**src/inc/drs_pkg.sv**
```systemverilog
`default_nettype none
// ---------------------------------------------------------------------------
// Shared constants and types of the dual counter block
// ---------------------------------------------------------------------------
package drs_pkg;

	// Bus shape
	localparam int unsigned ADDR_W = 8;
	localparam int unsigned DATA_W = 32;

	// Low-frequency source rate and the seconds divider built on it
	localparam int unsigned LF_HZ        = 32768;
	localparam logic [14:0] SEC_DIV_LAST = 15'(LF_HZ - 1);

	// Periodic alarm length in prescaled units
	localparam int unsigned PERIOD_UNITS = 60;
	localparam logic [5:0]  PERIOD_LAST  = 6'(PERIOD_UNITS - 1);

	// Channel counts
	localparam int unsigned NUM_STB = 4;
	localparam int unsigned NUM_SMP = 3;
	localparam int unsigned NUM_CAP = 4;

	// Synchroniser bit layout: crystal, oscillator, capture inputs, sense inputs
	localparam int unsigned SY_XTAL = 0;
	localparam int unsigned SY_OSC  = 1;
	localparam int unsigned SY_CAP  = 2;
	localparam int unsigned SY_SNS  = SY_CAP + NUM_CAP;
	localparam int unsigned SYNC_W  = SY_SNS + NUM_STB * NUM_SMP;

	// Register offsets
	localparam logic [7:0] A_CTRL    = 8'h00;
	localparam logic [7:0] A_SEC_CNT = 8'h04;
	localparam logic [7:0] A_SEC_ALM = 8'h08;
	localparam logic [7:0] A_FLX_CNT = 8'h0C;
	localparam logic [7:0] A_FLX_ALM = 8'h10;
	localparam logic [7:0] A_TRIM    = 8'h14;
	localparam logic [7:0] A_STAT    = 8'h18;
	localparam logic [7:0] A_CAPT    = 8'h1C;
	localparam logic [7:0] A_FLX_CYC = 8'h20;
	// Per-channel pages, one word per channel
	localparam logic [3:0] PG_STB_TGT = 4'h4;
	localparam logic [3:0] PG_STB_CFG = 4'h5;
	localparam logic [3:0] PG_SMP_CFG = 4'h6;

	// Status bit positions
	localparam int unsigned ST_SEC = 0;
	localparam int unsigned ST_FLX = 1;
	localparam int unsigned ST_PER = 2;
	localparam int unsigned ST_CAP = 3;
	localparam int unsigned ST_ACT = 4;
	localparam int unsigned ST_W   = ST_ACT + NUM_STB;

	// Power modes
	typedef enum logic [1:0] {
		PM_ACTIVE    = 2'h0,
		PM_FLEXI     = 2'h1,
		PM_HIBERNATE = 2'h2,
		PM_SHUTDOWN  = 2'h3
	} drs_pmode_t;

	// Control word
	typedef struct packed {
		drs_pmode_t pmode;
		logic [1:0] cap_sel;
		logic       cap_en;
		logic       trim_en;
		logic       per_en;
		logic       flx_alm_en;
		logic       sec_alm_en;
		logic [3:0] presc;
		logic       lf_sel;
		logic       flx_en;
		logic       sec_en;
	} drs_ctrl_t;
	localparam drs_ctrl_t CTRL_RST = '0;

	// Trim word: signed correction and interval in seconds
	typedef struct packed {
		logic [7:0] corr;
		logic [7:0] interval;
	} drs_trim_t;

	// Strobe channel shape
	typedef struct packed {
		logic        en;
		logic [14:0] high;
		logic [15:0] period_m1;
	} drs_stb_cfg_t;

	// Sampling setup of one channel
	typedef struct packed {
		logic       irq_en;
		logic [2:0] mask;
	} drs_smp_cfg_t;

	// Strobe channel states, Gray along idle-wait-high-low
	typedef enum logic [1:0] {
		STB_IDLE = 2'b00,
		STB_WAIT = 2'b01,
		STB_HIGH = 2'b11,
		STB_LOW  = 2'b10
	} drs_stb_state_t;

endpackage : drs_pkg
`default_nettype wire

```
**src/hdl/drs_top.sv**
```systemverilog
`timescale 1ns/1ps
`default_nettype none
// ---------------------------------------------------------------------------
// Overview of operation
// - Alarm match of running count against alarm value raises the interrupt.
// - Trim adds signed correction to the count every programmed interval.
// - Seconds counter divides 32768 Hz to 1 Hz, counts whole seconds.
// - Flexible counter prescales by two to the power 0..15.
// - Flexible counter runs from crystal or internal oscillator; seconds from crystal.
// - Flexible alarm resolves to one 32 kHz source cycle.
// - Seconds alarm is single, absolute, fires once.
// - Flexible counter has absolute alarm plus periodic alarm every 60 units.
// - Four strobe channels, programmable period and duty; three reach pins.
// - Strobe pulse starts when the running count reaches its target.
// - Strobes run in active, flexi, hibernate; stopped in shutdown.
// - Selected capture input transition latches the source-cycle count.
// - Capture raises wake and interrupt; latched value stays readable.
// - Each channel samples up to three sense inputs at strobe end.
// - Each channel may interrupt on activity of its sampled inputs.
// ---------------------------------------------------------------------------
module drs_top (
	input  wire logic                      clk,
	input  wire logic                      rst_n,
	input  wire logic [drs_pkg::ADDR_W-1:0] addr,
	input  wire logic [drs_pkg::DATA_W-1:0] wdata,
	input  wire logic                      wr,
	input  wire logic                      rd,
	output logic      [drs_pkg::DATA_W-1:0] rdata,
	input  wire logic                      lf_crystal_clock,
	input  wire logic                      lf_internal_osc,
	input  wire logic [drs_pkg::NUM_CAP-1:0] capture_in,
	input  wire logic [drs_pkg::NUM_STB*drs_pkg::NUM_SMP-1:0] sense_in,
	output logic                           strobe_out_1,
	output logic                           strobe_out_2,
	output logic                           strobe_out_3,
	output logic                           irq,
	output logic                           wake
);
	import drs_pkg::*;

	drs_ctrl_t    ctrl, next_ctrl;
	drs_trim_t    trim, next_trim;
	logic [14:0]  sec_div, next_sec_div;
	logic [31:0]  sec_count, next_sec_count;
	logic [31:0]  sec_alarm, next_sec_alarm;
	logic [31:0]  flx_cyc, next_flx_cyc;
	logic [31:0]  flx_alarm, next_flx_alarm;
	logic [31:0]  cap_val, next_cap_val;
	logic [5:0]   per_cnt, next_per_cnt;
	logic [7:0]   trim_cnt, next_trim_cnt;
	logic [ST_W-1:0] stat, next_stat;
	logic [ST_W-1:0] st_set, st_clr, irq_mask;
	logic [31:0]  stb_tgt [NUM_STB];
	logic [31:0]  next_stb_tgt [NUM_STB];
	drs_stb_cfg_t stb_cfg [NUM_STB];
	drs_stb_cfg_t next_stb_cfg [NUM_STB];
	drs_smp_cfg_t smp_cfg [NUM_STB];
	drs_smp_cfg_t next_smp_cfg [NUM_STB];
	logic [NUM_SMP-1:0] smp_val [NUM_STB];
	logic [31:0]  next_rdata;
	logic         next_irq, next_wake;

	logic [SYNC_W-1:0]  sy_q, sy_chg;
	logic [NUM_CAP-1:0] cap_chg;
	logic [NUM_STB-1:0] stb_pin, stb_act;
	logic [31:0]  unit_mask, flx_units, corr_ext;
	logic         xtal_rise, osc_rise, flx_tick, flx_run;
	logic         sec_tick, unit_tick, trim_hit, sec_hit, flx_hit, cap_hit, shutdown;

	// ---------------------------------------------------------------------------
	// Pin synchronisation
	// ---------------------------------------------------------------------------
	drs_sync #(
		.W   (SYNC_W)
	) u_sync (
		.clk (clk),
		.rst_n (rst_n),
		.d   ({sense_in, capture_in, lf_internal_osc, lf_crystal_clock}),
		.q   (sy_q),
		.chg (sy_chg)
	);

	// Source ticks and event decode
	assign xtal_rise = sy_chg[SY_XTAL] & sy_q[SY_XTAL];
	assign osc_rise  = sy_chg[SY_OSC] & sy_q[SY_OSC];
	assign flx_tick  = ctrl.lf_sel ? osc_rise : xtal_rise;
	assign flx_run   = ctrl.flx_en & flx_tick;
	assign sec_tick  = ctrl.sec_en & xtal_rise & (sec_div == SEC_DIV_LAST);
	assign unit_mask = ~(32'hFFFFFFFF << ctrl.presc);
	assign flx_units = flx_cyc >> ctrl.presc;
	assign unit_tick = flx_run & ((flx_cyc & unit_mask) == unit_mask);
	assign trim_hit  = sec_tick & ctrl.trim_en & (trim_cnt == trim.interval);
	assign corr_ext  = {{24{trim.corr[7]}}, trim.corr};
	assign sec_hit   = ctrl.sec_alm_en & (sec_count == sec_alarm);
	assign flx_hit   = ctrl.flx_alm_en & (flx_cyc == flx_alarm);
	assign cap_chg   = sy_chg[SY_CAP +: NUM_CAP];
	assign cap_hit   = ctrl.cap_en & cap_chg[ctrl.cap_sel];
	assign shutdown  = (ctrl.pmode == PM_SHUTDOWN);

	// ---------------------------------------------------------------------------
	// Counters, alarms, status and register port
	// ---------------------------------------------------------------------------
	// Hardware events set status; a set in the clearing cycle wins
	always_comb begin
		st_set = '0;
		st_set[ST_SEC] = sec_hit;
		st_set[ST_FLX] = flx_hit;
		st_set[ST_PER] = unit_tick & ctrl.per_en & (per_cnt == PERIOD_LAST);
		st_set[ST_CAP] = cap_hit;
		st_set[ST_ACT +: NUM_STB] = stb_act;
		st_clr = (wr && addr == A_STAT) ? wdata[ST_W-1:0] : '0;
		irq_mask = '1;
		for (int i = 0; i < NUM_STB; i++) begin
			irq_mask[ST_ACT + i] = smp_cfg[i].irq_en;
		end
	end

	// Next state of counters and registers; software load beats counting
	always_comb begin
		next_ctrl      = ctrl;
		next_trim      = trim;
		next_sec_alarm = sec_alarm;
		next_flx_alarm = flx_alarm;
		next_stb_tgt   = stb_tgt;
		next_stb_cfg   = stb_cfg;
		next_smp_cfg   = smp_cfg;
		next_sec_div   = (ctrl.sec_en && xtal_rise) ? sec_div + 15'h1 : sec_div;
		next_sec_count = sec_tick ? sec_count + 32'h1 : sec_count;
		next_trim_cnt  = sec_tick ? (trim_hit ? 8'h0 : trim_cnt + 8'h1) : trim_cnt;
		next_flx_cyc   = flx_cyc + (flx_run ? 32'h1 : 32'h0) + (trim_hit ? corr_ext : 32'h0);
		next_per_cnt   = unit_tick ? ((per_cnt == PERIOD_LAST) ? 6'h0 : per_cnt + 6'h1) : per_cnt;
		next_cap_val   = cap_hit ? flx_cyc : cap_val;
		// One-shot absolute alarms drop their enable once fired
		if (sec_hit) begin
			next_ctrl.sec_alm_en = 1'b0;
		end
		if (flx_hit) begin
			next_ctrl.flx_alm_en = 1'b0;
		end
		next_stat = (stat & ~st_clr) | st_set;
		if (wr) begin
			case (addr)
				A_CTRL: next_ctrl = drs_ctrl_t'(wdata[$bits(drs_ctrl_t)-1:0]);
				A_SEC_CNT: begin
					next_sec_count = wdata;
					next_sec_div   = '0;
				end
				A_SEC_ALM: next_sec_alarm = wdata;
				A_FLX_ALM: next_flx_alarm = wdata;
				A_TRIM: begin
					next_trim     = drs_trim_t'(wdata[$bits(drs_trim_t)-1:0]);
					next_trim_cnt = '0;
				end
				A_FLX_CYC: begin
					next_flx_cyc = wdata;
					next_per_cnt = '0;
				end
				default: begin
					case (addr[7:4])
						PG_STB_TGT: next_stb_tgt[addr[3:2]] = wdata;
						PG_STB_CFG: next_stb_cfg[addr[3:2]] = drs_stb_cfg_t'(wdata);
						PG_SMP_CFG: next_smp_cfg[addr[3:2]] = drs_smp_cfg_t'(wdata[$bits(drs_smp_cfg_t)-1:0]);
						default: ;
					endcase
				end
			endcase
		end
		// Read data valid only in the cycle after the strobe
		next_rdata = '0;
		if (rd) begin
			case (addr)
				A_CTRL:    next_rdata = 32'(ctrl);
				A_SEC_CNT: next_rdata = sec_count;
				A_SEC_ALM: next_rdata = sec_alarm;
				A_FLX_CNT: next_rdata = flx_units;
				A_FLX_ALM: next_rdata = flx_alarm;
				A_TRIM:    next_rdata = 32'(trim);
				A_STAT:    next_rdata = 32'(stat);
				A_CAPT:    next_rdata = cap_val;
				A_FLX_CYC: next_rdata = flx_cyc;
				default: begin
					case (addr[7:4])
						PG_STB_TGT: next_rdata = stb_tgt[addr[3:2]];
						PG_STB_CFG: next_rdata = 32'(stb_cfg[addr[3:2]]);
						PG_SMP_CFG: next_rdata = 32'({smp_val[addr[3:2]], smp_cfg[addr[3:2]]});
						default:    next_rdata = '0;
					endcase
				end
			endcase
		end
		next_irq  = |(next_stat & irq_mask);
		next_wake = next_stat[ST_CAP];
	end

	// Register stage of the block state
	always_ff @(posedge clk) begin
		if (!rst_n) begin
			ctrl      <= CTRL_RST;
			trim      <= '0;
			sec_div   <= '0;
			sec_count <= '0;
			sec_alarm <= '0;
			flx_cyc   <= '0;
			flx_alarm <= '0;
			cap_val   <= '0;
			per_cnt   <= '0;
			trim_cnt  <= '0;
			stat      <= '0;
			rdata     <= '0;
			irq       <= 1'b0;
			wake      <= 1'b0;
			for (int i = 0; i < NUM_STB; i++) begin
				stb_tgt[i] <= '0;
				stb_cfg[i] <= '0;
				smp_cfg[i] <= '0;
			end
		end else begin
			ctrl      <= next_ctrl;
			trim      <= next_trim;
			sec_div   <= next_sec_div;
			sec_count <= next_sec_count;
			sec_alarm <= next_sec_alarm;
			flx_cyc   <= next_flx_cyc;
			flx_alarm <= next_flx_alarm;
			cap_val   <= next_cap_val;
			per_cnt   <= next_per_cnt;
			trim_cnt  <= next_trim_cnt;
			stat      <= next_stat;
			rdata     <= next_rdata;
			irq       <= next_irq;
			wake      <= next_wake;
			stb_tgt   <= next_stb_tgt;
			stb_cfg   <= next_stb_cfg;
			smp_cfg   <= next_smp_cfg;
		end
	end

	// ---------------------------------------------------------------------------
	// Strobe channels with sense sampling
	// ---------------------------------------------------------------------------
	for (genvar g = 0; g < NUM_STB; g++) begin : g_stb
		drs_stb_state_t     st, next_st;
		logic [15:0]        ph, next_ph, ph_inc;
		logic [NUM_SMP-1:0] smp, next_smp;
		logic               pin, next_pin, act;

		// Pulse high for the first high cycles of each period, sample at its end
		always_comb begin
			next_st  = st;
			next_ph  = ph;
			next_smp = smp;
			act      = 1'b0;
			ph_inc   = ph + 16'h1;
			if (!stb_cfg[g].en || shutdown) begin
				next_st = STB_IDLE;
			end else begin
				case (st)
					STB_IDLE: next_st = STB_WAIT;
					STB_WAIT: begin
						if (flx_run && flx_cyc == stb_tgt[g]) begin
							next_st = STB_HIGH;
							next_ph = '0;
						end
					end
					STB_HIGH, STB_LOW: begin
						if (flx_run) begin
							if (ph == stb_cfg[g].period_m1) begin
								next_ph = '0;
								next_st = STB_HIGH;
							end else begin
								next_ph = ph_inc;
								next_st = (ph_inc < {1'b0, stb_cfg[g].high}) ? STB_HIGH : STB_LOW;
							end
						end
					end
					default: next_st = STB_IDLE;
				endcase
			end
			// Sensor lines are looked at only when the pulse ends
			if (st == STB_HIGH && next_st == STB_LOW) begin
				next_smp = sy_q[SY_SNS + g*NUM_SMP +: NUM_SMP] & smp_cfg[g].mask;
				act      = |(next_smp ^ smp);
			end
			next_pin = (next_st == STB_HIGH);
		end

		always_ff @(posedge clk) begin
			if (!rst_n) begin
				st  <= STB_IDLE;
				ph  <= '0;
				smp <= '0;
				pin <= 1'b0;
			end else begin
				st  <= next_st;
				ph  <= next_ph;
				smp <= next_smp;
				pin <= next_pin;
			end
		end

		assign stb_pin[g] = pin;
		assign stb_act[g] = act;
		assign smp_val[g] = smp;

	end

	// Channel zero stays internal; the rest reach pins
	assign strobe_out_1 = stb_pin[1];
	assign strobe_out_2 = stb_pin[2];
	assign strobe_out_3 = stb_pin[3];
endmodule : drs_top
`default_nettype wire

```
**src/hdl/drs_sync.sv**
```systemverilog
`timescale 1ns/1ps
`default_nettype none
// ---------------------------------------------------------------------------
// Two-flop synchroniser with change detect
// ---------------------------------------------------------------------------
module drs_sync #(
	parameter int unsigned W = 1
) (
	input  wire logic         clk,
	input  wire logic         rst_n,
	input  wire logic [W-1:0] d,
	output logic      [W-1:0] q,
	output logic      [W-1:0] chg
);
	logic [W-1:0] s1;
	logic [W-1:0] s2;
	logic [W-1:0] s3;

	// Metastability stages; s1 feeds only s2
	always_ff @(posedge clk) begin
		if (!rst_n) begin
			s1 <= '0;
			s2 <= '0;
			s3 <= '0;
		end else begin
			s1 <= d;
			s2 <= s1;
			s3 <= s2;
		end
	end

	// Change seen once per settled transition
	assign q   = s2;
	assign chg = s2 ^ s3;
endmodule : drs_sync
`default_nettype wire

```
**config.mk**
```make
export PLATFORM = sky130hd
export DESIGN_NAME = drs_top
export DESIGN_NICKNAME = d
export VERILOG_FILES = /design/src/inc/drs_pkg.sv /design/src/hdl/drs_top.sv /design/src/hdl/drs_sync.sv
export SDC_FILE = /design/constraint.sdc
export NUM_CORES = 2
export LEC_CHECK = 0
export BUFFER_PORTS_ARGS = -buffer_cell sky130_fd_sc_hd__clkbuf_2
export CAP_MARGIN = 40
export CORE_MARGIN = 2
export CORE_UTILIZATION = 50
export DETAILED_ROUTE_END_ITERATION = 16
export PLACE_DENSITY_LB_ADDON = 0.3
export REMOVE_ABC_BUFFERS = 1
export SKIP_LAST_GASP = 1
export SYNTH_ARGS = -nofsm -noshare
export SYNTH_HDL_FRONTEND = slang
export SYNTH_SLANG_ARGS = --single-unit
```
**constraint.sdc**
```tcl
create_clock -name clk -period 4.2 [get_ports clk]
set_input_delay 0.21 -clock clk [delete_from_list [all_inputs] [get_ports clk]]
set_output_delay 0.21 -clock clk [all_outputs]
set_load 0.02 [all_outputs]
```
# After elaboration in Yosys (flattened, before gate mapping)
# Index checks and enable logic that the tools add are counted.
# word_totals
register_bits	664
in_bits	62
out_inout_bits	37
elab_cells	314
# classes
add_sub_neg	10
magnitude_cmp	7
n_eq_ne	53
shift	2
n_mux	91
bitwise_logic	34
reduce_logical	50
# op_table
operator	count
$mux 32	11
$pmux 32 s9	1
$bwmux 128	2
$eq 32x32->1	7
$mux 16	12
$bmux 32 s2	2
$pmux 16 s2	4
$pmux 32 s3	1
$add 16x1->16 const B	4
$demux 32 s2	1
$eq 16x16->1	4
$lt 16x15->1	4
$mux 15	3
$mux 8	5
$add 32x1->32	1
$add 32x1->32 const B	1
$add 32x32->32	1
$and 32x32->32	1
$eq 2x2->1 const B	16
$eq 8x5->1 const B	4
$not 32->32	1
$shl 32x4->32 const A	1
$shr 32x4->32	1
$mux 2	12
other kinds (48)	147

# Depth between registers and ports, before layout
# depth
ltp_word	14
depth_mapped	18
mapped_depth_nobuf	17

# By module
# A second synthesis with hierarchy kept.
# hier_totals
hier_cells	4487
hier_area_um2	36653.9
# by_module_without_submodules
mod	instances	cells_each	area_per_inst_um2	seq_area_each_um2
drs_top	1	4356	35009.8	12431.9
drs_sync	1	131	1644.1	1081.0

# Worst setup path after synthesis
# OpenSTA, ideal clock, no wires.
# synth_timing
kind	register -> register
startpoint	reg u_sync.s3[0]
endpoint	reg flx_cyc[16]
setup_time_ns	0.070
arrival_ns	3.923
t_required_ns	4.130
setup_slack_ns	0.206
stages_incl_launch_ff	17
n_path_buf	0
synth_period_minus_slack_ns	3.994
path_cell_list	dfxtp_1 -> nand3b_1 -> nor3_1 -> nand2_1 -> nor3_4 -> nand2_1 -> inv_1 -> ha_1 -> a21o_1 -> a211oi_1 -> and4b_1 -> nor3_1 -> o21a_1 -> o21a_1 -> o21ai_0 -> or3b_2 -> a21oi_1
# synth_between
elab_chain_len	10
word_cells_on_any_way	14
classes_between	add/sub (2); mux (5); bitwise (7)
# synth_lines
element	line_no	rtl
from (decl)	drs_sync.sv:17	logic [W-1:0] s3;
from (signal assigned)	drs_sync.sv:24	s3 <= '0;
from (signal assigned)	drs_sync.sv:28	s3 <= s2;
$xor 6x6->6 *	drs_sync.sv:34	assign chg = s2 ^ s3;
$and 1x1->1 *	drs_top.sv:84	assign xtal_rise = sy_chg[SY_XTAL] & sy_q[SY_XTAL];
parallel branches: the longest is 5 deep, another holds $add 32x1->32	--	
$add 32x32->32 *	drs_top.sv:130	next_flx_cyc = flx_cyc + (flx_run ? 32'h1 : 32'h0) + (trim_hit ? corr_ext : 32'h0);
$mux 32	drs_top.sv:142	case (addr)
$mux 32 *	drs_top.sv:141	if (wr) begin
to (signal assigned)	drs_top.sv:223	flx_cyc <= next_flx_cyc;
to (decl)	drs_top.sv:46	logic [31:0] flx_cyc, next_flx_cyc;
# Every way passes the cells marked *.
# A chain may end at the register's enable or synchronous reset.

# Worst setup path after layout
# layout_timing
startpoint	reg g_stb[1].ph[0]
endpoint	reg irq
# layout_between
elab_chain_len	13
word_cells_on_any_way	14
classes_between	add/sub (1); order compare (1); eq/ne (2); mux (6); bitwise (2); reduce/logical (2)
# layout_lines
element	line_no	rtl
from (decl)	drs_top.sv:243	logic [15:0] ph, next_ph, ph_inc;
from (signal assigned)	drs_top.sv:295	ph <= next_ph;
$add 16x1->16	drs_top.sv:253	ph_inc = ph + 16'h1;
$lt 16x15->1	drs_top.sv:272	next_st = (ph_inc < {1'b0, stb_cfg[g].high}) ? STB_HIGH : STB_LOW;
$mux 1	drs_top.sv:272	
$mux 1 *	drs_top.sv:267	if (ph == stb_cfg[g].period_m1) begin
$mux 2 *	drs_top.sv:266	if (flx_run) begin
$pmux 2 s3 *	drs_top.sv:257	case (st)
$mux 2 *	drs_top.sv:254	if (!stb_cfg[g].en || shutdown) begin
$eq 2x2->1 *	drs_top.sv:280	if (st == STB_HIGH && next_st == STB_LOW) begin
$logic_and 1x1->1 *	drs_top.sv:280	
$mux 1 *	drs_top.sv:280	
$or 8x8->8 *	drs_top.sv:140	next_stat = (stat & ~st_clr) | st_set;
$and 8x8->8 *	drs_top.sv:191	next_irq = |(next_stat & irq_mask);
$reduce_or 8->1 *	drs_top.sv:191	
to (signal assigned)	drs_top.sv:230	irq <= next_irq;
to (decl)	drs_top.sv:36	output logic irq,
# Mark *: on every way between the ends. The rest lies on a longest branch, timed or not.

==> out/results.ini <==
[global_route]
grt_first_pass_wirelength_um=206000
grt_pass1_vias=31600
antenna_found_initial=2
grt_usage=0.367
grt_max_degree=141
grt_overflow=0

[synth]
netlist_area_um2=36400
ys_seq_area_frac=0.364
async_flop_share=0
synth.avg_cell_area_um2=8.24
ys_seq_elements=663
synth-main-ff-cell=dfxtp_1
ys_warn_count=0
synth.distinct_cells=95
syn-instance-count=4424
synth_edf_count=0

[floorplan]
fp.dieW_um=274
start_util=0.507
die_h_um=274
rows=98
dieArea_um2=75100
num_io_pins=99
core-area_um2=71900

[pwr]
p_int_mw=10.7
power_switching_mw=3.33
peakVddDrop_mv=0.357
combinationalPowerShare=0.045
switching_share=0.237
powerDensity_nw_per_um2=344
p_seq_frac=0.451
leakage_nw=15.5
pwr-share-clk=0.504

[timing]
setup_slack_ns=0.216
fmax_ghz=0.251
fin_skew_ns=0.0324
finalSetupViolations=0
drv_slew=0
finalHoldViolations=0
tightest_slew_ns=1.03
finalCriticalPeriod_ns=3.98
slew_headroom=0.315
timing.final.crit_share=0.949

[drt]
wl_um=140000
ant_nets=0
num_vias=34300
firstDrtPassIters=8
viasPerCell=6.32
wire_per_inst_um=25.8
drc=0
drt_iter0_drc=5036

[layout]
drive_gt1_frac=0.122
fillerInstances=6572
final_util=0.568
fin_nets=4575
area_delta_synth_final_pct=12.0
layout_common_cells=918 x nand2_1, 659 x dfxtp_1, 518 x a21oi_1
layout_commonest_cell=nand2_1

[cts]
clock_latency_ns=0.65
cts_buffers=75
root_buffer=clkbuf_16
cts_tree=done
cts_sinks=663
cts_max_level=3
clk_pin_slew_ns=0.06
cts_buffer_depth=3

[setup_path]
reg2reg_to=irq
critPathLaunch=g_stb[1].ph[0]
cp_cell_sequence=ha_1 -> nand3_1 -> or2_2 -> nor2_1 -> and3_1 -> nand3_1 -> xnor2_1 -> ha_1 -> a21o_1 -> a21o_1 -> a21oi_1 -> nand2_1 -> a21oi_2 -> nor4_4 -> a22oi_1 -> o211ai_1
ff2ff_setup_slack_ns=0.22
ff2ff_path_depth=16
end_kind=flip-flop
cp_slowest_cell=nor4_4
cp.required_ns=4.76
critPathBufInv=0
crit_type=flip-flop to flip-flop
cp-endpoint=irq
crit_arrival_ns=4.55
crit_fanout=6
cp_top_family=simple AND/OR/NAND/NOR gates
path_depth=16
start_kind=flip-flop
cpPeakStageDelay_ns=0.67
r2r_start=g_stb[1].ph[0]

[placement]
gp_congestion=1.04
port_buffers=98
dp_hpwl_um=97900
place_ws_ns=0.00474

[hold_path]
hold_class=input port to flip-flop

[outcome]
status=finished clean

[flow_run]
maxCapViolCount=0

==> power by group through the flow <==
stage / sequential [mW] / clock, mW / combinational, mW
after floorplan: 6.48 / 0 / 0.201
after global placement: 6.48 / 0 / 0.584
after detailed placement: 6.48 / 0 / 0.587
after CTS: 6.34 / 7.09 / 0.602
after global routing: 6.34 / 7.34 / 0.638
final: 6.34 / 7.08 / 0.630
==> stage by stage <==
stage	instance area, um2	TNS (ns)	hold slack, ns	std cells	power [mW]
2_1_floorplan	35000	-270.71	0.332	4078	6.68
3_3_place_gp	37900	0	0.414	5268	7.07
3_5_place_dp	37900	0	0.418	5271	7.07
4_1_cts	40700	0	0.00811	5426	14.0
5_1_grt	40800	-0.0650	0.0311	5427	14.3
6_report	40800	0	0.0263	5430	14.1
==> sequential cells by signal, summed over array words and instances (netlist names), 12 cells and up <==
| name | cells |
|---|---|
| stb_tgt | 128 |
| g_stb.ph | 64 |
| u_sync.q | 18 |
| ctrl | 16 |
| u_sync.s1 | 18 |
| flx_cyc | 32 |
| flx_alarm | 32 |
| sec_alarm | 32 |
| rdata | 32 |
| g_stb.smp | 12 |
| sec_div | 15 |
| cap_val | 32 |
| smp_cfg | 12 |
| stb_cfg | 128 |
| sec_count | 32 |
==> metal layers <==
metal | GRT usage | vias to the layer above | routed length, um
met3 | 0.0975 | 458 | 18500
li1 | - | 15300 | -
met5 | 0 | - | 0
met4 | 0.223 | 0 | 9980
met1 | 0.508 | 16300 | 56000
met2 | 0.506 | 2264 | 55500
==> cells in the mapped netlist, types with 6 or more instances <==
cell type	n	area, um2
nand2_1	919	3450
inv_1	85	319
a211oi_1	70	526
nor2_1	268	1010
and3_1	26	163
buf_1	12	45.0
nor3b_1	7	52.6
dfxtp_1	663	13300
clkbuf_1	253	950
and2_1	70	438
nand2b_1	15	93.8
a21oi_1	519	2600
nor2b_1	38	238
a221oi_1	24	210
buf_6	6	67.6
buf_2	67	335
xnor2_1	219	1920
mux2_2	9	101
xor2_1	186	1630
ha_1	94	1180
a21boi_0	10	75.1
o31ai_1	6	45.0
a31oi_1	22	138
a22o_1	12	105
a222oi_1	12	120
nor4_1	34	213
a21o_1	31	233
mux2i_1	101	1010
o21a_1	24	180
o211ai_1	13	97.6
mux4_2	95	2140
nand4_1	79	494
o21ai_0	96	480
a22oi_1	60	450
and4_1	9	78.8
or3_1	25	156
nand3_1	90	450
nand3b_1	23	173
nor3_1	29	145
==> how the worst min path moves through the flow <==
stage,from,to,slack (ns),cells past startpoint
after floorplan,rst_n,stat[7],0.33,1
after global placement,u_sync.s1[17],u_sync.q[17],0.41,1
after detailed placement,u_sync.s1[13],u_sync.q[13],0.42,1
after CTS,wdata[5],ctrl[5],0.008,4
after global routing,wdata[5],trim[5],0.03,4
final,wdata[5],ctrl[5],0.03,4
==> timing repair <==
item | CTS | global route
endpoints found under the setup margin | 1 | 16
gates resized for setup | 1 | 22
hold endpoints to repair | 18 | 0
hold buffers | 18 | 0
pin swaps | 0 | 8
buffers inserted | 0 | 1
==> layout make-up <==
type / instances / area, um2 / area share
clock buffer: 111 / 2240 / 0.0548
multi-input combinational: 3329 / 21600 / 0.528
tap: 950 / 1190 / 0.0291
timing repair buffer: 262 / 1820 / 0.0447
clock inverter: 26 / 394 / 0.00965
sequential: 663 / 13300 / 0.325
inverter: 86 / 330 / 0.00809
antenna: 3 / 7.51 / 0.000184
==> logic make-up after synthesis <==
logic type               share of synthesized area
AND/OR/NAND/NOR                              0.208
AO/OA/AOI/OAI                                0.159
flip-flops                                   0.364
buffers and inverters                       0.0486
XOR/XNOR                                    0.0973
multiplexers                                0.0896
adder cells (fa/ha/maj)                     0.0334
==> worst min-delay path, cell delays in order <==
cell,delay [ns]
clkbuf_2,0.10
buf_12,0.18
nand2_1,0.08
a21oi_1,0.05
No activity file was read; power rests on OpenSTA's default activity.
